===== src/inc/cltpt_defs.svh =====
// register offsets, field positions and reset values of the cascaded pulse timer
// assumes inclusion by bare name from the design module, the checker and the bench
`ifndef CLTPT_DEFS_SVH
`define CLTPT_DEFS_SVH
// register addresses (28-bit plain port)
`define CLTPT_ADDR_RUN 28'h00f_ffbc
`define CLTPT_ADDR_PFS9 28'h0ff_fbc9
`define CLTPT_ADDR_HALT 28'h0ff_fdc8
`define CLTPT_ADDR_CCR4 28'h0ff_fee0
`define CLTPT_ADDR_MODE4 28'h0ff_fee1
`define CLTPT_ADDR_OCR4 28'h0ff_fee2
`define CLTPT_ADDR_CNT4 28'h0ff_fee6
`define CLTPT_ADDR_CMPA4 28'h0ff_fee8
`define CLTPT_ADDR_CMPB4 28'h0ff_feea
`define CLTPT_ADDR_CCR5 28'hfff_fff0
`define CLTPT_ADDR_CNT5 28'h0ff_fef6
// field encodings
`define CLTPT_CLR_NONE 3'h0
`define CLTPT_CLR_CMPB 3'h2
`define CLTPT_PSC_DIRECT 3'h0
`define CLTPT_PSC_CASCADE 3'h7
`define CLTPT_EDGE_FALL 2'h0
`define CLTPT_MODE_PWM1 4'h2
`define CLTPT_IOB_LOW 4'h5
`define CLTPT_IOA_HIGH 4'h2
// field positions within the control registers
`define CLTPT_CLR_HI 7
`define CLTPT_CLR_LO 5
`define CLTPT_EDGE_HI 4
`define CLTPT_EDGE_LO 3
`define CLTPT_PSC_HI 2
`define CLTPT_PSC_LO 0
`define CLTPT_MODE_HI 3
`define CLTPT_MODE_LO 0
`define CLTPT_IOB_HI 7
`define CLTPT_IOB_LO 4
`define CLTPT_IOA_HI 3
`define CLTPT_IOA_LO 0
`define CLTPT_RUN_HI 5
`define CLTPT_RUN_LO 0
// bit positions
`define CLTPT_BIT_RUN4 4
`define CLTPT_BIT_RUN5 5
`define CLTPT_BIT_HALT 0
`define CLTPT_BIT_ROUTE 6
// reset values
`define CLTPT_RST_HALT 16'h0001
`define CLTPT_RST_8 8'h00
`define CLTPT_RST_16 16'h0000
`define CLTPT_CNT_MAX 16'hffff
`endif


===== src/inc/cltpt_pkg.sv =====
// types for the cascaded pulse timer
// uses nothing from cltpt_defs.svh
package cltpt_pkg;
  // output pin level state
  typedef enum logic [1:0] {
    CLTPT_PIN_LOW = 2'b01,
    CLTPT_PIN_HIGH = 2'b10
  } cltpt_pin_t;
endpackage


===== src/logic/cltpt_timer.sv =====
// cascaded two-channel long-period pulse timer with register port
// assumes a single 20 MHz clock and a synchronous plain register master
`timescale 1ns/1ns
`include "cltpt_defs.svh"

// Function
// - halt bit 1 stops, 0 runs module
// - halt register bit 0 gates timer unit
// - route bit moves capture input pin
// - ch4 clear field 010 clears on B
// - ch5 clear field 000 never clears
// - edge field 00 counts falling edge
// - ch4 prescaler 111 counts ch5 overflows
// - ch5 prescaler 000 uses module clock
// - mode 0010 selects PWM mode one
// - B field 0101 drives pin low
// - A field 0010 starts low, match high
// - counters are 16-bit read/write
// - start bits gate each channel counter
// - counters reset zero, 16-bit only
// - initial level applied while stopped
// - compare registers 16-bit read/write
module cltpt_timer
  import cltpt_pkg::*;
(
  // clock and reset
  input wire logic clk_sys,
  input wire logic sys_rst,
  // register port
  input wire logic [27:0] regAddr,
  input wire logic [15:0] regWrData,
  input wire logic regWrStb,
  input wire logic regRdStb,
  input wire logic regWide,
  output logic [15:0] regRdData_r,
  // pins
  input wire logic capturePortPin,
  input wire logic comparePortPinIn,
  output logic comparePortPin_r,
  output logic comparePortPinOe_n_r,
  output logic captureSel_r
);

  // ****************************************
  // registers
  // ****************************************
  logic [7:0] runCtl_r;
  logic [7:0] pinSel_r;
  logic [15:0] haltCtl_r;
  logic [7:0] ccr4_r;
  logic [7:0] mode4_r;
  logic [7:0] ocr4_r;
  logic [7:0] ccr5_r;
  logic [15:0] cmpA4_r;
  logic [15:0] cmpB4_r;
  logic [15:0] cnt4_r;
  logic [15:0] cnt5_r;
  logic [15:0] cnt4_nxt;
  logic [15:0] cnt5_nxt;
  cltpt_pin_t pinState_r;
  cltpt_pin_t pinState_nxt;

  // input synchronisers
  logic capMeta_r;
  logic capSync_r;
  logic cmpInMeta_r;
  logic cmpInSync_r;

  // decoded controls
  logic unitOn;
  logic run4;
  logic run5;
  logic tick5;
  logic ovf5;
  logic tick4;
  logic matchA;
  logic matchB;
  logic clear4;
  logic wrCnt4;
  logic wrCnt5;
  logic pwm1;
  logic captureIn;
  logic wrRun;
  logic wrPinSel;
  logic wrHalt;
  logic wrCcr4;
  logic wrMode4;
  logic wrOcr4;
  logic wrCcr5;
  logic wrCmpA4;
  logic wrCmpB4;

  // control fields pulled out of the configuration registers
  logic [2:0] clrField4;
  logic [1:0] edgeField4;
  logic [2:0] pscField4;
  logic [2:0] clrField5;
  logic [1:0] edgeField5;
  logic [2:0] pscField5;
  logic [3:0] modeField4;
  logic [3:0] aField4;
  logic [3:0] bField4;

  assign unitOn = ~haltCtl_r[`CLTPT_BIT_HALT];
  assign run4 = unitOn & runCtl_r[`CLTPT_BIT_RUN4];
  assign run5 = unitOn & runCtl_r[`CLTPT_BIT_RUN5];
  assign pwm1 = (modeField4 == `CLTPT_MODE_PWM1);
  // counters only accept full-width accesses
  assign wrCnt4 = regWrStb & regWide & (regAddr == `CLTPT_ADDR_CNT4);
  assign wrCnt5 = regWrStb & regWide & (regAddr == `CLTPT_ADDR_CNT5);

  // ****************************************
  // register write decode
  // ****************************************
  // 8-bit registers and the halt register take any access width; compare registers refuse narrow writes
  assign wrRun = regWrStb & (regAddr == `CLTPT_ADDR_RUN);
  assign wrPinSel = regWrStb & (regAddr == `CLTPT_ADDR_PFS9);
  assign wrHalt = regWrStb & (regAddr == `CLTPT_ADDR_HALT);
  assign wrCcr4 = regWrStb & (regAddr == `CLTPT_ADDR_CCR4);
  assign wrMode4 = regWrStb & (regAddr == `CLTPT_ADDR_MODE4);
  assign wrOcr4 = regWrStb & (regAddr == `CLTPT_ADDR_OCR4);
  assign wrCcr5 = regWrStb & (regAddr == `CLTPT_ADDR_CCR5);
  assign wrCmpA4 = regWrStb & regWide & (regAddr == `CLTPT_ADDR_CMPA4);
  assign wrCmpB4 = regWrStb & regWide & (regAddr == `CLTPT_ADDR_CMPB4);

  // ****************************************
  // control field extraction
  // ****************************************
  // named fields keep the count and pin logic in step with the register map
  assign clrField4 = ccr4_r[`CLTPT_CLR_HI:`CLTPT_CLR_LO];
  assign edgeField4 = ccr4_r[`CLTPT_EDGE_HI:`CLTPT_EDGE_LO];
  assign pscField4 = ccr4_r[`CLTPT_PSC_HI:`CLTPT_PSC_LO];
  assign clrField5 = ccr5_r[`CLTPT_CLR_HI:`CLTPT_CLR_LO];
  assign edgeField5 = ccr5_r[`CLTPT_EDGE_HI:`CLTPT_EDGE_LO];
  assign pscField5 = ccr5_r[`CLTPT_PSC_HI:`CLTPT_PSC_LO];
  assign modeField4 = mode4_r[`CLTPT_MODE_HI:`CLTPT_MODE_LO];
  assign aField4 = ocr4_r[`CLTPT_IOA_HI:`CLTPT_IOA_LO];
  assign bField4 = ocr4_r[`CLTPT_IOB_HI:`CLTPT_IOB_LO];

  // ****************************************
  // pin input synchronisers
  // ****************************************
  // both pins pass two flops before any logic reads them
  always_ff @(posedge clk_sys or posedge sys_rst) begin
    if (sys_rst) begin
      capMeta_r <= 1'b0;
      capSync_r <= 1'b0;
      cmpInMeta_r <= 1'b0;
      cmpInSync_r <= 1'b0;
    end else begin
      capMeta_r <= capturePortPin;
      capSync_r <= capMeta_r;
      cmpInMeta_r <= comparePortPinIn;
      cmpInSync_r <= cmpInMeta_r;
    end
  end
  // capture source follows the route select; read back only at unmapped read addresses
  assign captureIn = pinSel_r[`CLTPT_BIT_ROUTE] ? capSync_r : cmpInSync_r;

  // ****************************************
  // count clock selection
  // ****************************************
  // module clock counts once per cycle; only direct on ch5, cascade on ch4, and falling edge supported
  // unsupported ch5 clear settings stop that channel rather than count wrongly
  assign tick5 = run5 & (pscField5 == `CLTPT_PSC_DIRECT) &
                 (edgeField5 == `CLTPT_EDGE_FALL) &
                 (clrField5 == `CLTPT_CLR_NONE);
  assign ovf5 = tick5 & (cnt5_r == `CLTPT_CNT_MAX);
  // the overflow pulse is the falling edge of the cascaded count clock
  assign tick4 = run4 & (pscField4 == `CLTPT_PSC_CASCADE) &
                 (edgeField4 == `CLTPT_EDGE_FALL) & ovf5;

  // ****************************************
  // compare matches
  // ****************************************
  assign matchA = run4 & (cnt4_r == cmpA4_r);
  assign matchB = run4 & (cnt4_r == cmpB4_r);
  assign clear4 = matchB & tick4 & (clrField4 == `CLTPT_CLR_CMPB);

  // ****************************************
  // channel five counter
  // ****************************************
  // never cleared by events; clear field other values unsupported
  always_comb begin
    cnt5_nxt = cnt5_r;
    if (wrCnt5) begin
      cnt5_nxt = regWrData;
    end else if (tick5) begin
      cnt5_nxt = cnt5_r + 16'h0001;
    end
  end

  always_ff @(posedge clk_sys or posedge sys_rst) begin
    if (sys_rst) begin
      cnt5_r <= `CLTPT_RST_16;
    end else begin
      cnt5_r <= cnt5_nxt;
    end
  end

  // ****************************************
  // channel four counter
  // ****************************************
  // clear on B match happens on the count tick that would pass it
  always_comb begin
    cnt4_nxt = cnt4_r;
    if (wrCnt4) begin
      cnt4_nxt = regWrData;
    end else if (clear4) begin
      cnt4_nxt = `CLTPT_RST_16;
    end else if (tick4) begin
      cnt4_nxt = cnt4_r + 16'h0001;
    end
  end

  always_ff @(posedge clk_sys or posedge sys_rst) begin
    if (sys_rst) begin
      cnt4_r <= `CLTPT_RST_16;
    end else begin
      cnt4_r <= cnt4_nxt;
    end
  end

  // ****************************************
  // pwm output state
  // ****************************************
  // stopped channel shows the low initial level whatever the A field holds
  always_comb begin
    pinState_nxt = pinState_r;
    if (!run4) begin
      pinState_nxt = CLTPT_PIN_LOW;
    end else if (pwm1) begin
      case (pinState_r)
        CLTPT_PIN_LOW: begin
          if (matchA && aField4 == `CLTPT_IOA_HIGH) begin
            pinState_nxt = CLTPT_PIN_HIGH;
          end
        end
        CLTPT_PIN_HIGH: begin
          if (matchB && bField4 == `CLTPT_IOB_LOW) begin
            pinState_nxt = CLTPT_PIN_LOW;
          end
        end
        default: begin
          pinState_nxt = CLTPT_PIN_LOW;
        end
      endcase
    end
  end

  always_ff @(posedge clk_sys or posedge sys_rst) begin
    if (sys_rst) begin
      pinState_r <= CLTPT_PIN_LOW;
    end else begin
      pinState_r <= pinState_nxt;
    end
  end

  // pin outputs; drive only while the unit is released
  always_ff @(posedge clk_sys or posedge sys_rst) begin
    if (sys_rst) begin
      comparePortPin_r <= 1'b0;
      comparePortPinOe_n_r <= 1'b1;
      captureSel_r <= 1'b0;
    end else begin
      comparePortPin_r <= (pinState_nxt == CLTPT_PIN_HIGH);
      comparePortPinOe_n_r <= ~(unitOn & pwm1);
      captureSel_r <= pinSel_r[`CLTPT_BIT_ROUTE];
    end
  end

  // ****************************************
  // control register writes
  // ****************************************
  // software keeps to reconfiguring stopped channels only
  // start bits; the two unused top bits always read back as zero
  always_ff @(posedge clk_sys or posedge sys_rst) begin
    if (sys_rst) begin
      runCtl_r <= `CLTPT_RST_8;
    end else if (wrRun) begin
      runCtl_r <= {2'b00, regWrData[`CLTPT_RUN_HI:`CLTPT_RUN_LO]};
    end
  end

  // pin route select; only the route bit has an effect here
  always_ff @(posedge clk_sys or posedge sys_rst) begin
    if (sys_rst) begin
      pinSel_r <= `CLTPT_RST_8;
    end else if (wrPinSel) begin
      pinSel_r <= regWrData[7:0];
    end
  end

  // module halt; comes out of reset halted so the pin is not driven early
  always_ff @(posedge clk_sys or posedge sys_rst) begin
    if (sys_rst) begin
      haltCtl_r <= `CLTPT_RST_HALT;
    end else if (wrHalt) begin
      haltCtl_r <= regWrData;
    end
  end

  // channel four configuration: count control, mode and output control
  always_ff @(posedge clk_sys or posedge sys_rst) begin
    if (sys_rst) begin
      ccr4_r <= `CLTPT_RST_8;
      mode4_r <= `CLTPT_RST_8;
      ocr4_r <= `CLTPT_RST_8;
    end else begin
      if (wrCcr4) begin
        ccr4_r <= regWrData[7:0];
      end
      if (wrMode4) begin
        mode4_r <= regWrData[7:0];
      end
      if (wrOcr4) begin
        ocr4_r <= regWrData[7:0];
      end
    end
  end

  // channel five count control
  always_ff @(posedge clk_sys or posedge sys_rst) begin
    if (sys_rst) begin
      ccr5_r <= `CLTPT_RST_8;
    end else if (wrCcr5) begin
      ccr5_r <= regWrData[7:0];
    end
  end

  // compare registers accept only full-width writes
  always_ff @(posedge clk_sys or posedge sys_rst) begin
    if (sys_rst) begin
      cmpA4_r <= `CLTPT_RST_16;
      cmpB4_r <= `CLTPT_RST_16;
    end else begin
      if (wrCmpA4) begin
        cmpA4_r <= regWrData;
      end
      if (wrCmpB4) begin
        cmpB4_r <= regWrData;
      end
    end
  end

  // ****************************************
  // read port
  // ****************************************
  // data valid only the cycle after the strobe; narrow reads of counters and compare regs give zero
  always_ff @(posedge clk_sys or posedge sys_rst) begin
    if (sys_rst) begin
      regRdData_r <= `CLTPT_RST_16;
    end else if (regRdStb) begin
      case (regAddr)
        `CLTPT_ADDR_RUN: regRdData_r <= {8'h00, runCtl_r};
        `CLTPT_ADDR_PFS9: regRdData_r <= {8'h00, pinSel_r};
        `CLTPT_ADDR_HALT: regRdData_r <= haltCtl_r;
        `CLTPT_ADDR_CCR4: regRdData_r <= {8'h00, ccr4_r};
        `CLTPT_ADDR_MODE4: regRdData_r <= {8'h00, mode4_r};
        `CLTPT_ADDR_OCR4: regRdData_r <= {8'h00, ocr4_r};
        `CLTPT_ADDR_CCR5: regRdData_r <= {8'h00, ccr5_r};
        `CLTPT_ADDR_CNT4: regRdData_r <= regWide ? cnt4_r : 16'h0000;
        `CLTPT_ADDR_CNT5: regRdData_r <= regWide ? cnt5_r : 16'h0000;
        `CLTPT_ADDR_CMPA4: regRdData_r <= regWide ? cmpA4_r : 16'h0000;
        `CLTPT_ADDR_CMPB4: regRdData_r <= regWide ? cmpB4_r : 16'h0000;
        default: regRdData_r <= {15'h0000, captureIn};
      endcase
    end else begin
      regRdData_r <= `CLTPT_RST_16;
    end
  end

endmodule


===== config.mk =====
export PLATFORM = sky130hd
export DESIGN_NAME = cltpt_timer
export DESIGN_NICKNAME = d
export VERILOG_FILES = /design/src/inc/cltpt_pkg.sv /design/src/logic/cltpt_timer.sv
export VERILOG_INCLUDE_DIRS = /design/src /design/src/inc
export SDC_FILE = /design/constraint.sdc
export NUM_CORES = 1
export LEC_CHECK = 0
export ABC_AREA = 1
export BUFFER_PORTS_ARGS = -buffer_cell sky130_fd_sc_hd__buf_2
export CORE_MARGIN = 2
export CORE_UTILIZATION = 30
export CTS_CLUSTER_DIAMETER = 80
export DETAILED_ROUTE_END_ITERATION = 10
export GPL_TIMING_DRIVEN = 0
export SYNTH_ARGS = -nofsm -noshare
export SYNTH_HDL_FRONTEND = slang
export SYNTH_SLANG_ARGS = --single-unit

===== constraint.sdc =====
create_clock -name clk_sys -period 8 [get_ports clk_sys]
set_clock_uncertainty 0.15 [all_clocks]
set_input_delay 0.8 -clock clk_sys [delete_from_list [all_inputs] [get_ports clk_sys]]
set_output_delay 0.8 -clock clk_sys [all_outputs]
set_load 0.05 [all_outputs]

# After elaboration in Yosys (flattened, before gate mapping)
# Cells that the tools add are included.
# totals
in_bits,51
output_inout_bits,19
regBits,151
# op_classes
addsub,2
reduce_logical,8
eq_ne,22
bitwise_logic,28
n_mux,17
# op_table
op,n
"28-bit by 24-bit equality test with 1-bit output, second input constant",9
16-bit case mux with 11 select lines,1
16-bit 2-to-1 mux,10
"16-bit by 1-bit adder with 16-bit output, second input constant",2
16-bit equality test,2
"28-bit by 20-bit equality test with 1-bit output, second input constant",1
"28-bit equality test, second input constant",1
1-bit AND,26
"16-bit equality test, second input constant",1
"4-bit by 2-bit equality test with 1-bit output, second input constant",2
2-bit 2-to-1 mux,4
3-bit zero test,2
"2-bit equality test, second input constant",2
"4-bit by 3-bit equality test with 1-bit output, second input constant",1
2-bit zero test,2
2-bit case mux with 2 select lines,1
"3-bit by 2-bit equality test with 1-bit output, second input constant",1
"3-bit equality test, second input constant",1
3-bit nonzero test,1
"2-bit by 1-bit equality test with 1-bit output, second input constant",1
1-bit logical AND,2
1-bit NOT,2
2-bit nonzero test,1
1-bit 2-to-1 mux,1

# Depth between registers and ports, before layout
# Gate-level depths: netlist (run 1).
# logic_depth
ltp_word,11
ltp_mapped,15
ltp_nobuf,14

# Worst setup path before layout (run 1)
# Ideal clock, no wire load.
# synth_path
kind,in2reg
startpoint,input port regAddr[19]
endpoint,register cnt4_r[1]
setup_time_ns,0.125
slack_ns,5.730
t_arrival_ns,1.995
t_required_ns,7.725
cell_stages,11
path_cell_list,nand4_1 > nor2_2 > nand2_2 > nor2_4 > buf_6 > buf_6 > nand3_1 > nand2_1 > inv_2 > nand2_1 > nand3_1
# synth_between
elab_chain_len,3
word_cells_on_any_way,4
# synth_rtl
element,line,source
start: declaration,cltpt_timer.sv:30,"input wire logic [27:0] regAddr,"
28-bit by 24-bit equality test with 1-bit output *,n/a,
1-bit AND *,cltpt_timer.sv:109,assign wrCnt4 = regWrStb & regWide & (regAddr == `CLTPT_ADDR_CNT4);
3-bit nonzero test (no line) / 16-bit 2-to-1 mux (equally long branches),n/a,
end signal: assignment,cltpt_timer.sv:218,cnt4_r <= `CLTPT_RST_16;
end signal: assignment,cltpt_timer.sv:220,cnt4_r <= cnt4_nxt;
end: declaration,cltpt_timer.sv:56,logic [15:0] cnt4_r;
# Every way passes the cells marked *; elsewhere a longest branch is shown, timed or not.
# A chain may end at the register's enable or synchronous reset.

# Worst setup path in the final report (run 1)
# layout_path
startpoint,input port regAddr[27]
endpoint,register cnt4_r[5]
# Same word-level chain as after synthesis.

==> results of run 1 <==
sequential cells by signal (all words and copies together) (netlist names), 16 cells and up:
register	count
cnt5_r	16
cmpB4_r	16
cnt4_r	16
regRdData_r	16
haltCtl_r	16
cmpA4_r	16
path summary, 6_finish.rpt:
path	from	end	slack [ps]	cells after the start
min	capMeta_r	capSync_r	200	0
max in group asynchronous	sys_rst	cnt5_r[9]	6530	3
max	regAddr[27]	cnt4_r[5]	5360	9
min reg2reg	capMeta_r	capSync_r	200	0
min in group asynchronous	sys_rst	captureSel_r	290	2
max reg2reg	haltCtl_r[0]	cnt4_r[10]	5430	9
layout make-up:
cell class / instances / area share, %
tap: 384 / 4.659
clock inverter: 14 / 1.699
multi-input combinational: 898 / 41.43
clock buffer: 18 / 4.259
buffer: 44 / 2.414
sequential: 151 / 36.68
timing repair buffer: 69 / 3.567
inverter: 144 / 5.290
routing by layer:
layer	share of wire, %	routed length (microns)	GRT usage [%]	up-vias
li1	-	-	-	4173
met1	44	13300	26.70	4140
met2	47	14160	32.55	307
met3	6.7	2009	3.506	53
met4	2.3	691	6.715	4
met5	0.073	22	0	-
kinds of logic after synthesis:
group / share of synthesized area [%]
and+or+nand+nor: 34.23
xor gates and xnor gates: 2.773
muxes: 0.1273
AOI/OAI and AO/OA: 10.61
adders and majority gates: 0.5659
DFF: 42.76
buffers and inverters: 8.926
worst reg2reg max path, cell delays in order, from the launching register on:
cell and delay (ps):
dfstp_2 400, inv_1 150, nand2_1 240, nor2_1 190
nand3b_1 120, nor2_1 180, nand4_1 400, clkbuf_1 380
nand4_1 170, nand3_1 80
where the power goes:
| group | internal [mW] | switching [mW] | leakage, nW |
|---|---|---|---|
| clock network | 0.501 | 0.352 | 0.292 |
| logic | 0.0152 | 0.0519 | 2.40 |
| registers | 0.765 | 0.000258 | 2.05 |
| total | 1.28 | 0.404 | 4.74 |
per-stage QoR:
stage | area, sq um | utilization [%] | cells | power (mW)
after floorplan | 8845 | - | 1237 | 0.8096
after global placement | 9666 | 33.49 | 1689 | 0.8448
after detailed placement | 9698 | 33.61 | 1690 | 0.8475
after CTS | 10310 | 35.74 | 1722 | 1.693
after global routing | 10310 | 35.74 | 1722 | 1.730
final | 10310 | 35.74 | 1722 | 1.685
cell usage in the layout, fill, tap and decap left out, types with 4 or more instances in the layout:
| cell | n |
|---|---|
| nand2_1 | 361 |
| dfrtp_1 | 148 |
| o21ai_0 | 133 |
| inv_1 | 129 |
| nor2_1 | 117 |
| nand3_1 | 104 |
| buf_2 | 87 |
| nand4_1 | 39 |
| xor2_1 | 24 |
| o21ai_1 | 19 |
| nor3_1 | 17 |
| clkbuf_16 | 17 |
| nor2_2 | 14 |
| clkbuf_1 | 14 |
| inv_2 | 13 |
| a21oi_1 | 12 |
| nand2_2 | 7 |
| nor4_1 | 7 |
| buf_6 | 6 |
| o221ai_1 | 6 |
| clkinv_4 | 5 |
| nor2_4 | 4 |
| nand3_2 | 4 |
| nor3_2 | 4 |
| xnor2_1 | 4 |
| buf_4 | 4 |
| ha_1 | 4 |
==> results.toml, run 1 <==
[status]
outcome = "completed"

[cts]
post_cts_buffers = 0
htree_levels = 4
cts-resized-gates = 0
clkTransAtPathRegs_ps = 60
clk_latency_ps = 440
numCtsBuffers = 17
clock_path_buffers = 2
cts.hold.buffers_added = 0
cts-root-buf = "clkbuf_16"
cts_tree = "yes"
cts_sinks = 151

[yosys]
post-synth-top-count-cell = "nand2_1"
synthArstFlopShare_pct = 100.0
yosysUniqueCellTypes = 40
syn-mean-instance-area_sq_um = 7.150
synth-edff-count = 0
mappedNetlistArea_sq_um = 8845
yosys-top-cells-count = "nand2_1 (361), dfrtp_1 (148), o21ai_0 (133), inv_1 (130), nor2_1 (117)"
synth_cells = 1237
synth_area_leaders = "dfrtp_1 (42%), nand2_1 (15%), o21ai_0 (7.5%)"
synthesis.nets = 1292
yosysSeqAreaShare_pct = 42.76
yosysTopAreaCell = "dfrtp_1"
synth_ff_type = "dfrtp_1"
synth_seq_cells = 151
yosysWarnings = 0
synth_top_area_share_pct = 41.87

[global_route]
grt_pass1_wl_microns = 47200
grt_max_degree = 89
antenna_found_initial = 2
grt_pass1_vias = 8364
grt_overflow = 0
grt_usage_pct = 19.93

[floorplanning]
row_count = 62
dieWidth_microns = 175.7
fp.dieH_microns = 175.7
initial_core_util_pct = 30.65
ioPinCount = 70
core_area_sq_um = 28860
dieArea_sq_um = 30870

[route]
vias = 8677
postRouteAntennaNets = 0
drt_pass1_iterations = 7
wire_per_inst_microns = 17.53
vias_per_cell = 5.039
drc = 0
wl_microns = 30180
drt_iter0_markers = 818

[setup_path]
startpoint_type = "input port"
slowest_delay_ps = 540
slowest_stage = "nor4_1"
crit_path_end_kind = "flop"
path_buf_inv = 3
critPathArrivalTime_ps = 2860
cp.required_ps = 8220
cp_max_fo = 10
cpMostUsedCell = "nand3_1"
worstSetupPathType = "input port to flop"
crit_path_cell_trace = "buf_2 -> nor2_1 -> nand3_1 -> nor4_1 -> nand3_1 -> inv_2 -> buf_6 -> nand2_1 -> nand3_1"
critPathTopFamily = "simple AND/OR/NAND/NOR gates"

[timing]
period_share_pct = 32.95
setup_viol = 0
fin_hold_ws_ps = 200.3
rsz0062_at_grt = "no"
maxSlewViolCount = 0
fmax_mhz = 379.3
tightestPinTransition_ps = 981.7
min_period_ps = 2636
layout_setup_ws_ps = 5364
final_hold_viol_count = 0
fin_setup_tns_ps = 0
max_slew_margin_pct = 33.95

[power]
p_leak_nw = 4.743
peakVddDrop_v = 0.0001089
powerDensity_nw_per_um2 = 163.4

[final_layout]
final-seq-area_sq_um = 3782
fillCellCount = 3108
n_antenna_cell = 0
drive_gt1_share_pct = 14.13
final_nets = 1380
syn2layout_area_growth_pct = 16.59
multi_input_area_sq_um = 4273

[flow_run]
maxCapViolCount = 0

[placement]
dpl.hpwl_microns = 23010
numPortBuffers = 68
pre_cts_ws_ps = 4931
gp_congestion = 0.9790

[hold_path]
min_path_type = "flop to flop"
(Power assumes the default switching activity.)
==> run 2, diff against run 1 <==
--- a/config.mk
+++ b/config.mk
@@ -6,7 +6,7 @@
 export SDC_FILE = /design/constraint.sdc
 export NUM_CORES = 1
 export LEC_CHECK = 0
-export ABC_AREA = 1
+export ABC_AREA = 0
 export BUFFER_PORTS_ARGS = -buffer_cell sky130_fd_sc_hd__buf_2
 export CORE_MARGIN = 2
 export CORE_UTILIZATION = 30
==> constraint.sdc (replaced) <==
create_clock -name clk_sys -period 2.4 [get_ports clk_sys]
set_clock_uncertainty 0.15 [all_clocks]
set_input_delay 0.24 -clock clk_sys [delete_from_list [all_inputs] [get_ports clk_sys]]
set_output_delay 0.24 -clock clk_sys [all_outputs]
set_load 0.05 [all_outputs]
==> results.toml, run 2 <==
[timing]
maxSlewViolCount = 0
fmax_mhz = 418.9
final_hold_viol_count = 0
tightestPinTransition_ps = 783.5
period_share_pct = 99.48
min_period_ps = 2387
rsz0062_at_grt = "yes"
fin_setup_tns_ps = 0
setup_viol = 0
max_slew_margin_pct = 47.77

[global_route]
grt_overflow = 0
grt_pass1_vias = 6461
grt_max_degree = 43
antenna_found_initial = 0
grt_usage_pct = 17.52
grt_pass1_wl_microns = 37850

[power]
p_switching_mw = 1.407
netSwitchingFraction_pct = 25.94
powerDensity_nw_per_um2 = 540.7
intPower_mw = 4.017
pwr-share-seq_pct = 47.0
peakVddDrop_v = 0.0004872
comb_power_share_pct = 5.2
p_clk_share_pct = 47.8
p_leak_nw = 4.430

[final_layout]
layout_commonest_cell = "dfrtp_1"
fillCellCount = 2597
n_antenna_cell = 0
final_nets = 915
drive_gt1_share_pct = 34.36
final_cells = 1208
syn2layout_area_growth_pct = 25.00
mostFrequentLayoutCells = "dfrtp_1 (142), mux2_2 (106), buf_2 (66), nor2_1 (42), nand2_1 (40)"

[cts]
clk_latency_ps = 440
cts-root-buf = "clkbuf_16"
htree_levels = 4
cts_tree = "yes"
numCtsBuffers = 17
clkTransAtPathRegs_ps = 70
cts_sinks = 151
clock_path_buffers = 2

[yosys]
synthesis.nets = 800
syn-mean-instance-area_sq_um = 10.77
post-synth-top-count-cell = "dfrtp_1"
synth_area_leaders = "dfrtp_1 (46%), mux2_2 (15%), mux2i_1 (3.2%)"
yosys-top-cells-count = "dfrtp_1 (148), mux2_2 (106), nor2_1 (45), nand2_1 (42), clkbuf_1 (41)"
yosysUniqueCellTypes = 57
synth_seq_cells = 151
synth_top_family_by_area = "multiplexers"
synth_cells = 745
muxShareOfSynthArea_pct = 18.12
mappedNetlistArea_sq_um = 8024
yosysSeqAreaShare_pct = 47.14
yosysWarnings = 0
synth_compound_area_share_pct = 10.57
synthArstFlopShare_pct = 100.0
yosysTopAreaCell = "dfrtp_1"
yosys.area_share.adder_pct = 0.6237
synth-edff-count = 0
synth_ff_type = "dfrtp_1"
synth_simple_gate_area_share_pct = 15.11
yosys.area_share.xor_xnor_pct = 5.130
synth_top_area_share_pct = 46.16

[route]
wl_microns = 24460
drt_pass1_iterations = 9
vias = 6565
postRouteAntennaNets = 0
drc = 1
vias_per_cell = 5.435
drt_iter0_markers = 758
wire_per_inst_microns = 20.25

[status]
violations = "design-rule violations"
outcome = "complete, but fails checks"

[setup_path]
cp.required_ps = 2610
startpoint_type = "flop"
slowest_delay_ps = 560
crit_path_cell_trace = "nand2b_4 -> or4_4 -> or3_4 -> a211oi_4 -> clkbuf_8 -> a32oi_1 -> o21ai_1"
critPathArrivalTime_ps = 2600
crit_path_end_kind = "flop"
cp_max_fo = 5
path_buf_inv = 1
critPathTopFamily = "simple AND/OR/NAND/NOR gates"
slowest_stage = "or4_4"
worstSetupPathType = "flop to flop"

[floorplanning]
row_count = 59
fp.dieH_microns = 167.5
ioPinCount = 70
dieWidth_microns = 167.5
core_area_sq_um = 26130
initial_core_util_pct = 30.70
dieArea_sq_um = 28070

[placement]
dpl.hpwl_microns = 17530
gp_congestion = 0.9067
numPortBuffers = 65
placed_cells = 1149

[flow_run]
maxCapViolCount = 0

[hold_path]
min_path_type = "input port to flop"
## run 2: worst min-delay path, stage by stage
cell and delay [ps]:
clkbuf_2 240, nor2_1 160, a21oi_1 50
## run 2: cell type report
class | instances | area (sq um) | share of cell area, %
plain buffers | 40 | 197.7 | 1.971
repair buffers | 107 | 739.5 | 7.373
clock inverters | 14 | 131.4 | 1.310
multi-input cells | 526 | 4255 | 42.43
well taps | 335 | 419.2 | 4.179
flip-flops and latches | 151 | 3790 | 37.79
inverters | 17 | 67.56 | 0.6737
clock buffers | 18 | 429.2 | 4.279
## run 2: final timing paths
check | cells after the start | slack [ps] | from | endpoint
setup / recovery | 7 | 10 | haltCtl_r[0] | cnt4_r[4]
hold / removal | 3 | 150 | regWrData[6] | cnt5_r[6]
setup reg to reg | 7 | 10 | haltCtl_r[0] | cnt4_r[4]
hold reg to reg | 0 | 200 | cmpInMeta_r | cmpInSync_r
max in group asynchronous | 6 | 740 | sys_rst | haltCtl_r[0]
min in group asynchronous | 3 | 240 | sys_rst | regRdData_r[11]
## run 2: cells by family (layout without fill, tap and decap cells)
kind of cell	after synthesis	in the layout
simple gates	217	217
flops	151	151
mux	132	132
xor+xnor	47	47
buf+inv	68	196
fa+ha+maj	4	4
compound gates	126	126
## run 2: per-layer routing
metal | GRT usage, % | wire length (microns) | up-vias
met1 | 23.68 | 10960 | 3347
met5 | 0 | 0 | -
li1 | - | - | 2986
met3 | 2.529 | 1054 | 30
met4 | 4.802 | 408 | 0
met2 | 29.41 | 12040 | 202
## run 2: metrics by stage
| step | hold WS [ps] | power, mW | setup slack [ps] | instance area [sq um] | utilization [%] |
|---|---|---|---|---|---|
| 3_3_place_gp | 182.0 | 2.834 | -981.6 | 8838 | 33.82 |
| 2_1_floorplan | 121.4 | 2.714 | -32.97 | 8094 | - |
| 3_5_place_dp | 154.4 | 2.851 | -865.7 | 8919 | 34.13 |
| 5_1_grt | 179.0 | 5.606 | -75.53 | 10030 | 38.38 |
| 4_1_cts | 141.0 | 5.469 | -118.0 | 9908 | 37.92 |
| 6_report | 150.0 | 5.423 | 12.59 | 10030 | 38.38 |
## run 2: timing repair
| item | in CTS | in global routing |
|---|---|---|
| setup buffers | 13 | 6 |
| pin swaps | 13 | 12 |
| endpoints found under the setup margin | 72 | 53 |
| gates resized for setup | 39 | 35 |
| cloned | 0 | 1 |
| hold buffers | 18 | 0 |
| endpoints found under the hold margin | 47 | 0 |
## run 2: power groups by stage
| stage | clock network (mW) | logic [mW] | registers, mW |
|---|---|---|---|
| after global routing | 2.75 | 0.306 | 2.55 |
| after floorplan | 0 | 0.113 | 2.60 |
| after global placement | 0 | 0.235 | 2.60 |
| final | 2.59 | 0.281 | 2.55 |
| after CTS | 2.64 | 0.283 | 2.55 |
| after detailed placement | 0 | 0.254 | 2.60 |
